<file path="config.mk">
export PLATFORM = sky130hd
export DESIGN_NAME = power_mode_controller
export DESIGN_NICKNAME = d
export VERILOG_FILES = /design/src/hw/pmc_pkg.sv /design/src/hw/power_mode_controller.sv
export SDC_FILE = /design/constraint.sdc
export NUM_CORES = 1
export LEC_CHECK = 0
export BUFFER_PORTS_ARGS = -buffer_cell sky130_fd_sc_hd__buf_4
export CORE_MARGIN = 2
export CORE_UTILIZATION = 33
export DETAILED_ROUTE_END_ITERATION = 8
export PLACE_DENSITY = 0.6
export SLEW_MARGIN = 20
export SYNTH_ARGS = -nofsm -noshare
export SYNTH_HDL_FRONTEND = slang
export SYNTH_SLANG_ARGS = --single-unit
</file>
<file path="constraint.sdc">
create_clock -name clk_in -period 4.25 [get_ports clk_in]
set_input_delay 0.2125 -clock clk_in [delete_from_list [all_inputs] [get_ports clk_in]]
set_output_delay 0.2125 -clock clk_in [all_outputs]
set_load 0.02 [all_outputs]
</file>
<file path="src/hw/pmc_pkg.sv">
package pmc_pkg;
    // Power-save instruction operands
    localparam logic OPERAND_SLEEP = 1'h0;
    localparam logic OPERAND_IDLE = 1'h1;
    // Window after deep-sleep enable during which the sleep form must follow
    localparam int DS_ARM_CYCLES = 1;
    // Reset value of the clock-source select that the block drives
    localparam logic [1:0] CLKSEL_RESET = 2'h0;

    typedef enum {
        ST_RUN,
        ST_IDLE,
        ST_SLEEP,
        ST_DEEP,
        ST_BATTERY,
        ST_WAKE_RESET
    } mode_t;

    // Wake causes gathered together
    typedef struct packed {
        logic irq;          // Any individually enabled interrupt
        logic reset;        // Any device reset
        logic wdt_timeout;  // Watchdog time-out
        logic alarm;        // Real-time calendar alarm
        logic ext_int_zero; // External interrupt zero
        logic ds_wdt;       // Deep-sleep watchdog time-out
        logic master_clear_pin;         // Master clear pin asserted
        logic por;          // Power-on reset
    } wake_t;

    // Power controls driven out
    typedef struct packed {
        logic cpu_clk_en;
        logic sys_clk_en;
        logic osc_en;
        logic periph_clk_en;
        logic io_freeze;
        logic fail_safe_clock_monitor_en;
        logic low_power_rc_clock_en;
        logic flash_pwr;
        logic sram_pwr;
        logic retention_on;
    } pwr_t;
endpackage

</file>
<file path="src/hw/power_mode_controller.sv">
`timescale 1ns/1ns
module power_mode_controller
    import pmc_pkg::*;
(
    input wire logic clk_in,
    input wire logic rst_n_in,
    input wire logic power_save_instruction_exec_in,
    input wire logic power_save_instruction_operand_in,
    input wire logic deep_sleep_enable_set_in,
    input wire logic low_power_regulator_config_in,
    input wire logic retention_regulator_enable_in,
    input wire logic wdt_enable_in,
    input wire logic fail_safe_clock_monitor_enable_in,
    input wire logic real_time_calendar_enable_in,
    input wire logic real_time_calendar_on_low_power_rc_clock_in,
    input wire logic [1:0] clk_source_in,
    input wire logic main_supply_ok_in,
    input wire wake_t wake_in,
    output pwr_t pwr_out,
    output logic wdt_clear_out,
    output logic deep_sleep_enable_out,
    output logic [1:0] clk_source_out,
    output logic resume_reset_vector_out,
    output logic resume_next_out,
    output logic [2:0] mode_out
);
    ////////////////////////////////////////////////////////////////////////
    // State
    mode_t mode_q, mode_d;
    logic deep_sleep_enable_q, deep_sleep_enable_d;
    logic ds_arm_q, ds_arm_d;
    logic irq_hold_q, irq_hold_d;
    logic [1:0] clksel_q, clksel_d;
    pwr_t pwr_q, pwr_d;
    logic wdt_clr_q, wdt_clr_d;
    logic rv_q, rv_d;
    logic nx_q, nx_d;
    logic [2:0] mode_code_q, mode_code_d;
    logic ret_ok;
    logic light_wake;
    logic deep_wake;

    // Retention allowed only with config programmed and firmware bit set
    assign ret_ok = ~low_power_regulator_config_in & retention_regulator_enable_in;
    assign light_wake = wake_in.irq | wake_in.reset | wake_in.wdt_timeout
        | wake_in.por | wake_in.master_clear_pin | wake_in.alarm | wake_in.ext_int_zero;
    assign deep_wake = wake_in.por | wake_in.master_clear_pin | wake_in.alarm
        | wake_in.ext_int_zero | wake_in.ds_wdt;

    ////////////////////////////////////////////////////////////////////////
    // Mode sequencing
    always_comb begin
        mode_d = mode_q;
        deep_sleep_enable_d = deep_sleep_enable_q;
        ds_arm_d = 1'b0;
        irq_hold_d = 1'b0;
        clksel_d = clksel_q;
        wdt_clr_d = 1'b0;
        rv_d = 1'b0;
        nx_d = 1'b0;
        // Enable window lasts one cycle; a late instruction finds it cleared
        if (deep_sleep_enable_set_in) begin
            deep_sleep_enable_d = 1'b1;
            ds_arm_d = 1'b1;
        end else if (deep_sleep_enable_q && !ds_arm_q && mode_q == ST_RUN) begin
            deep_sleep_enable_d = 1'b0;
        end
        if (!main_supply_ok_in && mode_q != ST_BATTERY) begin
            mode_d = ST_BATTERY;
        end else begin
            unique case (mode_q)
                ST_RUN: begin
                    if (power_save_instruction_exec_in) begin
                        // Coincident interrupt wakes idle or sleep only after entry completes; deep sleep ignores it
                        irq_hold_d = wake_in.irq;
                        if (power_save_instruction_operand_in == OPERAND_IDLE) begin
                            mode_d = ST_IDLE;
                            wdt_clr_d = 1'b1;
                        end else if (deep_sleep_enable_q && ds_arm_q) begin
                            mode_d = ST_DEEP;
                        end else begin
                            mode_d = ST_SLEEP;
                            clksel_d = clk_source_in;
                            wdt_clr_d = wdt_enable_in;
                        end
                    end
                end
                ST_IDLE, ST_SLEEP: begin
                    if (light_wake || irq_hold_q) begin
                        mode_d = ST_RUN;
                        nx_d = ~(wake_in.reset | wake_in.por | wake_in.master_clear_pin);
                        rv_d = wake_in.reset | wake_in.por | wake_in.master_clear_pin;
                    end
                end
                ST_DEEP: begin
                    if (deep_wake) begin
                        mode_d = ST_WAKE_RESET;
                        deep_sleep_enable_d = 1'b0;
                    end
                end
                ST_BATTERY: begin
                    if (main_supply_ok_in) begin
                        mode_d = ST_WAKE_RESET;
                    end
                end
                ST_WAKE_RESET: begin
                    mode_d = ST_RUN;
                    rv_d = 1'b1;
                    clksel_d = CLKSEL_RESET;
                end
            endcase
        end
    end

    ////////////////////////////////////////////////////////////////////////
    // Power controls decoded from the next mode
    always_comb begin
        pwr_d = '0;
        mode_code_d = 3'h0;
        unique case (mode_d)
            ST_RUN: begin
                pwr_d.cpu_clk_en = 1'b1;
                pwr_d.sys_clk_en = 1'b1;
                pwr_d.osc_en = 1'b1;
                pwr_d.periph_clk_en = 1'b1;
                pwr_d.fail_safe_clock_monitor_en = fail_safe_clock_monitor_enable_in;
                pwr_d.low_power_rc_clock_en = wdt_enable_in | fail_safe_clock_monitor_enable_in | real_time_calendar_on_low_power_rc_clock_in;
                pwr_d.flash_pwr = 1'b1;
                pwr_d.sram_pwr = 1'b1;
            end
            ST_IDLE: begin
                // CPU stopped; system clock keeps peripherals alive
                pwr_d.sys_clk_en = 1'b1;
                pwr_d.osc_en = 1'b1;
                pwr_d.periph_clk_en = 1'b1;
                pwr_d.fail_safe_clock_monitor_en = fail_safe_clock_monitor_enable_in;
                pwr_d.low_power_rc_clock_en = wdt_enable_in | fail_safe_clock_monitor_enable_in;
                pwr_d.flash_pwr = 1'b1;
                pwr_d.sram_pwr = 1'b1;
                mode_code_d = 3'h1;
            end
            ST_SLEEP: begin
                // Clock source, oscillator and monitor all off
                pwr_d.io_freeze = 1'b1;
                pwr_d.low_power_rc_clock_en = wdt_enable_in | (real_time_calendar_enable_in & real_time_calendar_on_low_power_rc_clock_in);
                pwr_d.flash_pwr = 1'b1;
                pwr_d.sram_pwr = 1'b1;
                pwr_d.retention_on = ret_ok;
                mode_code_d = ret_ok ? 3'h3 : 3'h2;
            end
            ST_DEEP: begin
                // Only calendar and deep watchdog remain; SRAM kept only on retention
                pwr_d.io_freeze = 1'b1;
                pwr_d.low_power_rc_clock_en = real_time_calendar_enable_in & real_time_calendar_on_low_power_rc_clock_in;
                pwr_d.sram_pwr = ret_ok;
                pwr_d.retention_on = ret_ok;
                mode_code_d = 3'h4;
            end
            ST_BATTERY: begin
                pwr_d.io_freeze = 1'b1;
                mode_code_d = 3'h5;
            end
            ST_WAKE_RESET: begin
                pwr_d.io_freeze = 1'b1;
                mode_code_d = 3'h6;
            end
        endcase
    end

    ////////////////////////////////////////////////////////////////////////
    // Registers
    always_ff @(posedge clk_in or negedge rst_n_in) begin
        if (!rst_n_in) begin
            mode_q <= ST_RUN;
            deep_sleep_enable_q <= 1'b0;
            ds_arm_q <= 1'b0;
            irq_hold_q <= 1'b0;
            clksel_q <= CLKSEL_RESET;
            pwr_q <= '0;
            wdt_clr_q <= 1'b0;
            rv_q <= 1'b0;
            nx_q <= 1'b0;
            mode_code_q <= 3'h0;
        end else begin
            mode_q <= mode_d;
            deep_sleep_enable_q <= deep_sleep_enable_d;
            ds_arm_q <= ds_arm_d;
            irq_hold_q <= irq_hold_d;
            clksel_q <= clksel_d;
            pwr_q <= pwr_d;
            wdt_clr_q <= wdt_clr_d;
            rv_q <= rv_d;
            nx_q <= nx_d;
            mode_code_q <= mode_code_d;
        end
    end

    assign pwr_out = pwr_q;
    assign wdt_clear_out = wdt_clr_q;
    assign deep_sleep_enable_out = deep_sleep_enable_q;
    assign clk_source_out = clksel_q;
    assign resume_reset_vector_out = rv_q;
    assign resume_next_out = nx_q;
    assign mode_out = mode_code_q;

    ////////////////////////////////////////////////////////////////////////
    // Assertions
    property p_idle_clock;
        @(posedge clk_in) disable iff (!rst_n_in)
        mode_code_q == 3'h1 |-> pwr_q.sys_clk_en && !pwr_q.cpu_clk_en;
    endproperty
    a_idle_clock: assert property (p_idle_clock) else $error("idle clocks wrong");

    property p_sleep_off;
        @(posedge clk_in) disable iff (!rst_n_in)
        (mode_code_q == 3'h2) |-> !pwr_q.osc_en && !pwr_q.fail_safe_clock_monitor_en && pwr_q.io_freeze;
    endproperty
    a_sleep_off: assert property (p_sleep_off) else $error("sleep controls wrong");

    property p_ret;
        @(posedge clk_in) disable iff (!rst_n_in)
        pwr_q.retention_on |-> mode_code_q inside {3'h3, 3'h4};
    endproperty
    a_ret: assert property (p_ret) else $error("retention outside sleep");

    property p_idle_wdt;
        @(posedge clk_in) disable iff (!rst_n_in)
        (mode_q == ST_RUN && power_save_instruction_exec_in && power_save_instruction_operand_in && main_supply_ok_in)
            |=> wdt_clr_q && mode_code_q == 3'h1;
    endproperty
    a_idle_wdt: assert property (p_idle_wdt) else $error("idle entry wrong");

    property p_defer;
        @(posedge clk_in) disable iff (!rst_n_in)
        (mode_q == ST_RUN && power_save_instruction_exec_in && wake_in.irq && main_supply_ok_in
            && !(power_save_instruction_operand_in == OPERAND_SLEEP && deep_sleep_enable_q && ds_arm_q))
            |=> mode_q != ST_RUN ##1 (mode_q == ST_RUN || !main_supply_ok_in);
    endproperty
    a_defer: assert property (p_defer) else $error("deferred wake missing");

    property p_deep_sleep_enable_drop;
        @(posedge clk_in) disable iff (!rst_n_in)
        (deep_sleep_enable_q && !ds_arm_q && mode_q == ST_RUN && !deep_sleep_enable_set_in)
            |=> !deep_sleep_enable_q;
    endproperty
    a_deep_sleep_enable_drop: assert property (p_deep_sleep_enable_drop) else $error("enable not cleared");

    property p_battery;
        @(posedge clk_in) disable iff (!rst_n_in)
        !main_supply_ok_in |=> mode_q == ST_BATTERY;
    endproperty
    a_battery: assert property (p_battery) else $error("battery not entered");

    property p_deep_rv;
        @(posedge clk_in) disable iff (!rst_n_in)
        mode_q == ST_WAKE_RESET && main_supply_ok_in |=> rv_q && mode_q == ST_RUN;
    endproperty
    a_deep_rv: assert property (p_deep_rv) else $error("reset vector missing");

    // Sleep entry captures the clock choice and clears the watchdog only if enabled
    property p_sleep_entry;
        @(posedge clk_in) disable iff (!rst_n_in)
        (mode_q == ST_RUN && power_save_instruction_exec_in && power_save_instruction_operand_in == OPERAND_SLEEP
            && !(deep_sleep_enable_q && ds_arm_q) && main_supply_ok_in)
            |=> mode_q == ST_SLEEP && wdt_clr_q == $past(wdt_enable_in)
            && clksel_q == $past(clk_source_in);
    endproperty
    a_sleep_entry: assert property (p_sleep_entry) else $error("sleep entry wrong");

    property p_deep_off;
        @(posedge clk_in) disable iff (!rst_n_in)
        mode_code_q == 3'h4 |-> !pwr_q.flash_pwr && !pwr_q.cpu_clk_en && !pwr_q.osc_en
            && !pwr_q.periph_clk_en && pwr_q.io_freeze;
    endproperty
    a_deep_off: assert property (p_deep_off) else $error("deep sleep controls wrong");

    // Controls are registered, so the enables are those of the previous edge
    property p_ret_cfg;
        @(posedge clk_in) disable iff (!rst_n_in)
        pwr_q.retention_on |-> $past(ret_ok);
    endproperty
    a_ret_cfg: assert property (p_ret_cfg) else $error("retention without enables");

    property p_idle_low_power_rc_clock;
        @(posedge clk_in) disable iff (!rst_n_in)
        mode_code_q == 3'h1 |-> pwr_q.low_power_rc_clock_en == $past(wdt_enable_in | fail_safe_clock_monitor_enable_in);
    endproperty
    a_idle_low_power_rc_clock: assert property (p_idle_low_power_rc_clock) else $error("idle RC clock wrong");

    c_idle: cover property (@(posedge clk_in) mode_q == ST_IDLE ##1 mode_q == ST_RUN);
    c_sleep: cover property (@(posedge clk_in) mode_code_q == 3'h3);
    c_deep: cover property (@(posedge clk_in) mode_q == ST_DEEP ##1 mode_q == ST_WAKE_RESET);
    c_batt: cover property (@(posedge clk_in) mode_q == ST_BATTERY);
endmodule
</file>
==> impl_results.rst, run 1 <==
.. list-table::
   :header-rows: 1

   * - Metric
     - Value
   * - Area growth, synth to finish
     - 20.25%
   * - Resized Gates After CTS
     - 0
   * - Clock network latency to the later pin of the worst-skew pair
     - 300 ps
   * - Global-route congestion overflow total
     - 0
   * - Failing checks
     - DRC
   * - Synth unique cells
     - 49
   * - Via count
     - 1,588
   * - Cell type contributing the most total cell area after synthesis
     - sky130_fd_sc_hd__dfrtp_1
   * - Worst hold margin
     - 15.63 ps
   * - Run status
     - finished, violations left
   * - Max Fanout on Critical Path
     - 24
   * - Category of the worst setup path launch point
     - flop
   * - Standard-cell rows
     - 29
   * - Proportion of register bits with asynchronous set or reset after synthesis
     - 1.000
   * - Critical path start-end classification
     - reg -> reg
   * - Vertical die dimension
     - 85.76 um
   * - Area share of the largest cell type after synthesis
     - 0.5786
   * - TritonCTS Buffers
     - 5
   * - Data arrival time of the worst path
     - 2890 ps
   * - Number of levels the H-tree was split into
     - 2
   * - Top post-synthesis cells by area
     - sky130_fd_sc_hd__dfrtp_1 (58%), sky130_fd_sc_hd__and2_1 (7.7%), sky130_fd_sc_hd__nor4_2 (3.4%), sky130_fd_sc_hd__nor2_1 (2.7%), sky130_fd_sc_hd__a21oi_1 (2.0%)
   * - Number of placed instances, taps included
     - 303
   * - Setup slack at placement
     - 1549 ps
   * - Final Hold Vio Count
     - 0
   * - Final net count
     - 256
   * - Residual DRC
     - 3
   * - Cell-by-cell trace of the critical path
     - nor4_1 > nand4_1 > or3_1 > a21o_1 > a21oi_2 > and2_1
   * - Initial core utilization
     - 0.3435
   * - Worst vdd ir
     - 0.1421 mV
   * - Maximum clock skew at final layout
     - 6.249 ps
   * - Avg Synthesized Cell Area
     - 11.31 sq um
   * - Post-layout power
     - 1.305 mW
   * - Fmax
     - 377.7 MHz
   * - Cell leakage power
     - 1.285 nW
   * - Number of vias per cell
     - 5.090
   * - TritonCTS clock tree
     - built
   * - Worst slew margin
     - 0.5064
   * - CP required
     - 4490 ps
   * - Setup slack after layout
     - 1603 ps
   * - Routability congestion estimate
     - 0.8326
   * - Count of routing violations after the opening detailed-route iteration
     - 143
   * - Count of max-cap constraint violations
     - 0
   * - Clock-pin slew of the registers on the worst-case setup and hold paths
     - 90 ps
   * - Final cell count without fillers
     - 312
   * - Post-synth net total
     - 217
   * - Library cell used as clock root buffer
     - sky130_fd_sc_hd__clkbuf_8
   * - Fin crit share
     - 0.6229
   * - Die area
     - 7355 sq um
   * - RSZ-0062 raised after global routing
     - false
   * - Final count of negative-setup-slack endpoints
     - 0
   * - DP HPWL
     - 3305 um
   * - Post-detailed-routing wire length
     - 4550 um
   * - Cell area after layout
     - 2653 sq um
   * - Top flip-flop cell by instance count after synthesis
     - sky130_fd_sc_hd__dfrtp_1
   * - Number of buffers between clock root and the deepest sink
     - 2
   * - Post-synth EDFFs
     - 0
   * - Register bit count reported by yosys
     - 51
   * - Count of yosys warnings during synthesis
     - 0
   * - Peak per-stage delay on the critical path
     - 570 ps
   * - Worst hold-check path type
     - in -> reg
   * - Total of buffers placed on input and output ports
     - 40
   * - Die span in x
     - 85.76 um
   * - Number of max-slew violations in the final report
     - 0
   * - Utilization of the core after routing
     - 0.4130
   * - Crit path time final
     - 2647 ps
   * - Number of buffers added for setup after CTS
     - 0
   * - Cells after synthesis
     - 195
   * - Post-route antenna net violation count
     - 0
   * - Leading cell type by number of instances after synthesis
     - sky130_fd_sc_hd__dfrtp_1
   * - Setup TNS
     - 0 ps
   * - Leading post-synthesis cells by instance count
     - sky130_fd_sc_hd__dfrtp_1 (51), sky130_fd_sc_hd__and2_1 (27), sky130_fd_sc_hd__nor2_1 (16), sky130_fd_sc_hd__a21oi_1 (9), sky130_fd_sc_hd__inv_1 (7)
   * - Ratio of cells with drive above 1 in the final layout
     - 0.2638
   * - Core box area
     - 6422 sq um
   * - Average routed wire per standard cell
     - 14.58 um
   * - Worst Tran Pin Value
     - 740.3 ps
   * - Post-CTS Hold Fix Bufs
     - 1
   * - Proportion of synthesized chip area in sequential cells
     - 0.5786
   * - Power Dens Cells
     - 492.1 nW/um^2
   * - Global-route wire length before repair
     - 7700 um
   * - Initial antenna violation count
     - 0
   * - Global router's overall resource usage
     - 0.1329
   * - Instance area after placement
     - 2557 sq um
   * - Top-level I/O count
     - 41
   * - Via count of the first global-routing pass
     - 1,566
   * - CP endpoint kind
     - flop
   * - Worst-path cell with the longest stage delay
     - sky130_fd_sc_hd__a21oi_2
   * - Antenna fix cells
     - 0
   * - Post-synth design cell area
     - 2206 sq um
   * - Clk sink count
     - 51
   * - Length of the first detailed-routing pass in iterations
     - 6
   * - Pin count of the biggest net entering global routing
     - 52
-- critical path: cells and delay by family (launching register included) --
family / cells / cell delay (ps)
flip-flops: 1 / 390
AND/OR/NAND/NOR: 4 / 1350
AO/OA/AOI/OAI: 2 / 850
-- where the power goes --
| part | switching, mW | internal (mW) |
|---|---|---|
| logic | 0.282 | 0.171 |
| registers | 0.0383 | 0.535 |
| clock network | 0.163 | 0.115 |
-- layout make-up --
class / count / area [sq um]
clock inverter: 2 / 12.51
multi-input combinational: 127 / 854.6
clock buffer: 6 / 72.57
tap: 77 / 96.34
sequential: 51 / 1276
inverter: 8 / 30.03
timing repair buffer: 41 / 310.3
fill: 623 / 3770
-- metal layers --
layer / share of wire / track usage
met1: 0.49 / 0.1941
met2: 0.44 / 0.1925
met3: 0.058 / 0.03561
met4: 0.012 / 0.04185
met5: 0 / 0
-- path summary, 6_finish.rpt --
path	startpoint	cells after the start	slack, ps	to
max	mode_q[8]	6	1600	mode_q[18]
min	deep_sleep_enable_set_in	1	20	ds_arm_q
max reg2reg	mode_q[8]	6	1600	mode_q[18]
min reg2reg	mode_q[26]	1	500	mode_q[26]
max in group asynchronous	rst_n_in	2	3370	mode_q[18]
min in group asynchronous	rst_n_in	2	460	mode_q[24]
-- flip-flops by register name, indices dropped and copies added, names as in the netlist, 2 cells and up --
signal and flops:
mode_q 32, clk_source_out 2, pwr_out 8, mode_out 3
-- kinds of logic after synthesis --
kind of cell	count (synthesis)	synth area share
flip-flops	51	0.5786
multiplexers	1	0.004538
AND/OR/NAND/NOR	90	0.2598
AO/OA/AOI/OAI	34	0.1152
buffers and inverters	17	0.03403
XOR/XNOR	2	0.007942
-- cell usage in the layout, fill, tap and decap left out, types with 2 or more instances in the layout --
master,instances
sky130_fd_sc_hd__and4_1,2
sky130_fd_sc_hd__o21ai_0,5
sky130_fd_sc_hd__nand2_1,6
sky130_fd_sc_hd__nor4_2,6
sky130_fd_sc_hd__o31ai_1,2
sky130_fd_sc_hd__inv_1,7
sky130_fd_sc_hd__or3_1,4
sky130_fd_sc_hd__a32o_1,3
sky130_fd_sc_hd__and3_1,2
sky130_fd_sc_hd__or2_2,2
sky130_fd_sc_hd__buf_4,40
sky130_fd_sc_hd__nand2b_1,2
sky130_fd_sc_hd__a21oi_1,9
sky130_fd_sc_hd__nor4_1,3
sky130_fd_sc_hd__nor3_1,4
sky130_fd_sc_hd__nor2b_1,6
sky130_fd_sc_hd__dfrtp_1,51
sky130_fd_sc_hd__nor2_1,16
sky130_fd_sc_hd__and2_1,27
sky130_fd_sc_hd__clkbuf_8,5
sky130_fd_sc_hd__nand3_1,2
Note: power is estimated with default switching activity, not from simulation.
==> run 2: changes to the inputs <==
--- a/config.mk
+++ b/config.mk
@@ -9,7 +9,7 @@
 export CORE_MARGIN = 2
 export CORE_UTILIZATION = 33
 export DETAILED_ROUTE_END_ITERATION = 8
-export PLACE_DENSITY = 0.6
+export PLACE_DENSITY = 0.62
 export SLEW_MARGIN = 20
 export SYNTH_ARGS = -nofsm -noshare
 export SYNTH_HDL_FRONTEND = slang
==> constraint.sdc (replaced) <==
create_clock -name clk_in -period 2.2 [get_ports clk_in]
set_input_delay 0.11 -clock clk_in [delete_from_list [all_inputs] [get_ports clk_in]]
set_output_delay 0.11 -clock clk_in [all_outputs]
set_load 0.02 [all_outputs]
==> run 2 against run 1 <==
- the run still ends with DRC left
- sequential power is 90% higher
- wire length is 0.81% higher
- design area is 13% higher
- final cell count is 9.0% higher
- critical path type unchanged
- largest cell class unchanged
- highest routed layer unchanged
==> impl_results.rst, run 2 (synthesis results as in run 1) <==
.. list-table::
   :header-rows: 1

   * - Metric
     - Value
   * - CP endpoint kind
     - flop
   * - Cell-by-cell trace of the critical path
     - nor4_2 > nand4_1 > or3_4 > buf_4 > or4_4 > o2111ai_2 > a31oi_1
   * - Area growth, synth to finish
     - 35.39%
   * - Global-route congestion overflow total
     - 0
   * - Setup TNS
     - 0 ps
   * - Min-Delay Path Depth
     - 2
   * - Number of buffers between clock root and the deepest sink
     - 2
   * - Register name with the most flops
     - mode_q
   * - Clock-pin slew of the registers on the worst-case setup and hold paths
     - 90 ps
   * - Number of max-slew violations in the final report
     - 0
   * - Count of max-cap constraint violations
     - 0
   * - Average routed wire per standard cell
     - 13.49 um
   * - Total area of multi-input combinational cells
     - 953.4 sq um
   * - WP buf/inv
     - 1
   * - Number of vias per cell
     - 4.912
   * - Cell area after layout
     - 2987 sq um
   * - Global router's overall resource usage
     - 0.1369
   * - Worst slew margin
     - 0.5502
   * - Final net count
     - 284
   * - TritonCTS Buffers
     - 5
   * - Register area
     - 1276 sq um
   * - Count of cells along the worst register-to-register path
     - 7
   * - Worst hold margin
     - 24.05 ps
   * - Maximum clock skew at final layout
     - 5.794 ps
   * - Most common library cell in the layout ignoring fill and taps
     - sky130_fd_sc_hd__buf_4
   * - Via count of the first global-routing pass
     - 1,709
   * - Number of levels the H-tree was split into
     - 2
   * - Antenna fix cells
     - 0
   * - Cell leakage power
     - 1.460 nW
   * - TritonCTS clock tree
     - built
   * - Post-detailed-routing wire length
     - 4587 um
   * - Worst hold-check path type
     - in -> reg
   * - Final count of negative-setup-slack endpoints
     - 0
   * - Count of routing violations after the opening detailed-route iteration
     - 92
   * - Data arrival time of the worst path
     - 2380 ps
   * - Run status
     - finished, violations left
   * - Global-route wire length before repair
     - 8059 um
   * - Flip-flop count of the largest register, all copies and words added
     - 32
   * - Number of logic stages on the critical path including buffering
     - 7
   * - Crit path time final
     - 2187 ps
   * - Final Hold Vio Count
     - 0
   * - Fmax
     - 457.3 MHz
   * - Clock network latency to the later pin of the worst-skew pair
     - 300 ps
   * - Max Fanout on Critical Path
     - 3
   * - Worst reg2reg startpoint
     - mode_q[8]
   * - CP required
     - 2390 ps
   * - Clk sink count
     - 51
   * - Top-level I/O count
     - 41
   * - Via count
     - 1,670
   * - Instance area after placement
     - 2735 sq um
   * - Critical path start-end classification
     - reg -> reg
   * - Initial core utilization
     - 0.3435
   * - Standard-cell rows
     - 29
   * - Category of the worst setup path launch point
     - flop
   * - Power Dens Cells
     - 959.8 nW/um^2
   * - Setup slack after layout
     - 13.03 ps
   * - Total of buffers placed on input and output ports
     - 40
   * - Origin of the worst setup path
     - mode_q[8]
   * - Ratio of cells with drive above 1 in the final layout
     - 0.3840
   * - Worst vdd ir
     - 0.3182 mV
   * - Die area
     - 7355 sq um
   * - RSZ-0062 raised after global routing
     - true
   * - Setup slack at placement
     - -94.17 ps
   * - Fin crit share
     - 0.9941
   * - Failing checks
     - DRC
   * - Startpoint of the most critical hold path
     - wake_in[7]
   * - Routability congestion estimate
     - 0.8721
   * - Length of the first detailed-routing pass in iterations
     - 8
   * - Initial antenna violation count
     - 0
   * - Family of cells with the greatest summed delay on the critical path
     - simple AND/OR/NAND/NOR gates
   * - Die span in x
     - 85.76 um
   * - DP HPWL
     - 3268 um
   * - Core box area
     - 6422 sq um
   * - Library cell used as clock root buffer
     - sky130_fd_sc_hd__clkbuf_8
   * - Post-layout power
     - 2.867 mW
   * - Peak per-stage delay on the critical path
     - 470 ps
   * - Pin count of the biggest net entering global routing
     - 52
   * - FILL cells
     - 578
   * - Post-route antenna net violation count
     - 0
   * - Worst Tran Pin Value
     - 667.6 ps
   * - Worst-path cell with the longest stage delay
     - sky130_fd_sc_hd__or4_4
   * - Vertical die dimension
     - 85.76 um
   * - Commonest non-fill, non-tap cells in the layout
     - sky130_fd_sc_hd__buf_4 (66), sky130_fd_sc_hd__dfrtp_1 (51), sky130_fd_sc_hd__and2_1 (25)
   * - Residual DRC
     - 4
[run 2: cell count changes in the layout (fill, tap and decap cells not counted), moves of 2 or more]
| cell | previous run | this run |
|---|---|---|
| sky130_fd_sc_hd__nor4_4 | 1 | 3 |
| sky130_fd_sc_hd__and2_4 | 0 | 2 |
| sky130_fd_sc_hd__nor3_4 | 0 | 2 |
| sky130_fd_sc_hd__buf_4 | 40 | 66 |
| sky130_fd_sc_hd__nor3_1 | 4 | 2 |
| sky130_fd_sc_hd__and2_1 | 27 | 25 |
| sky130_fd_sc_hd__or3_1 | 4 | 2 |
| sky130_fd_sc_hd__or3_4 | 0 | 2 |
[run 2: worst paths after layout]
kind	endpoint	slack (ps)
worst min register to register	clk_source_out[1]	510
worst min-delay path	irq_hold_q	20
worst max-delay path	pwr_out[3]	10
max in group asynchronous	deep_sleep_enable_out	1420
min in group asynchronous	mode_q[29]	360
worst max register to register	pwr_out[3]	10
[run 2: report_power, final]
part	internal [mW]	switching, mW	leakage, nW
Clock	0.258	0.300	0.0484
Combinational	0.582	0.636	0.727
Sequential	1.03	0.0554	0.685
[run 2: area by class of cell]
type | instances | area share
multi-input combinational | 127 | 0.3192
sequential | 51 | 0.4273
tap | 77 | 0.03226
clock inverter | 1 | 0.002933
clock buffer | 7 | 0.02891
inverter | 8 | 0.01005
timing repair buffer | 69 | 0.1793
[run 2: what timing repair did]
| action | CTS | global route |
|---|---|---|
| buffers inserted | 2 | 3 |
| pin swaps | 9 | 8 |
| endpoints found under the setup margin | 34 | 36 |
| hold buffers | 2 | 0 |
| endpoints found under the hold margin | 52 | 0 |
| gates cloned | 0 | 0 |
| gates resized for setup | 9 | 9 |
[run 2: per-layer routing]
| layer | track usage | up-vias | wire [um] |
|---|---|---|---|
| li1 | - | 827 | - |
| met1 | 0.1988 | 794 | 2317 |
| met2 | 0.1996 | 40 | 2003 |
| met3 | 0.03946 | 9 | 199 |
| met4 | 0.03896 | 0 | 66 |
| met5 | 0 | - | 0 |
[run 2: worst reg2reg max path: stages, from the launching register on]
cell and delay, ps:
sky130_fd_sc_hd__dfrtp_1 400, sky130_fd_sc_hd__nor4_2 300, sky130_fd_sc_hd__nand4_1 160, sky130_fd_sc_hd__or3_4 430, sky130_fd_sc_hd__buf_4 150, sky130_fd_sc_hd__or4_4 470
sky130_fd_sc_hd__o2111ai_2 70, sky130_fd_sc_hd__a31oi_1 100
[run 2: per-stage QoR]
stage / std cells / utilization
final: 340 / 0.4650
after global placement: 325 / 0.4259
after CTS: 337 / 0.4545
after detailed placement: 325 / 0.4259
after global routing: 340 / 0.4650
after floorplan: 195 / -
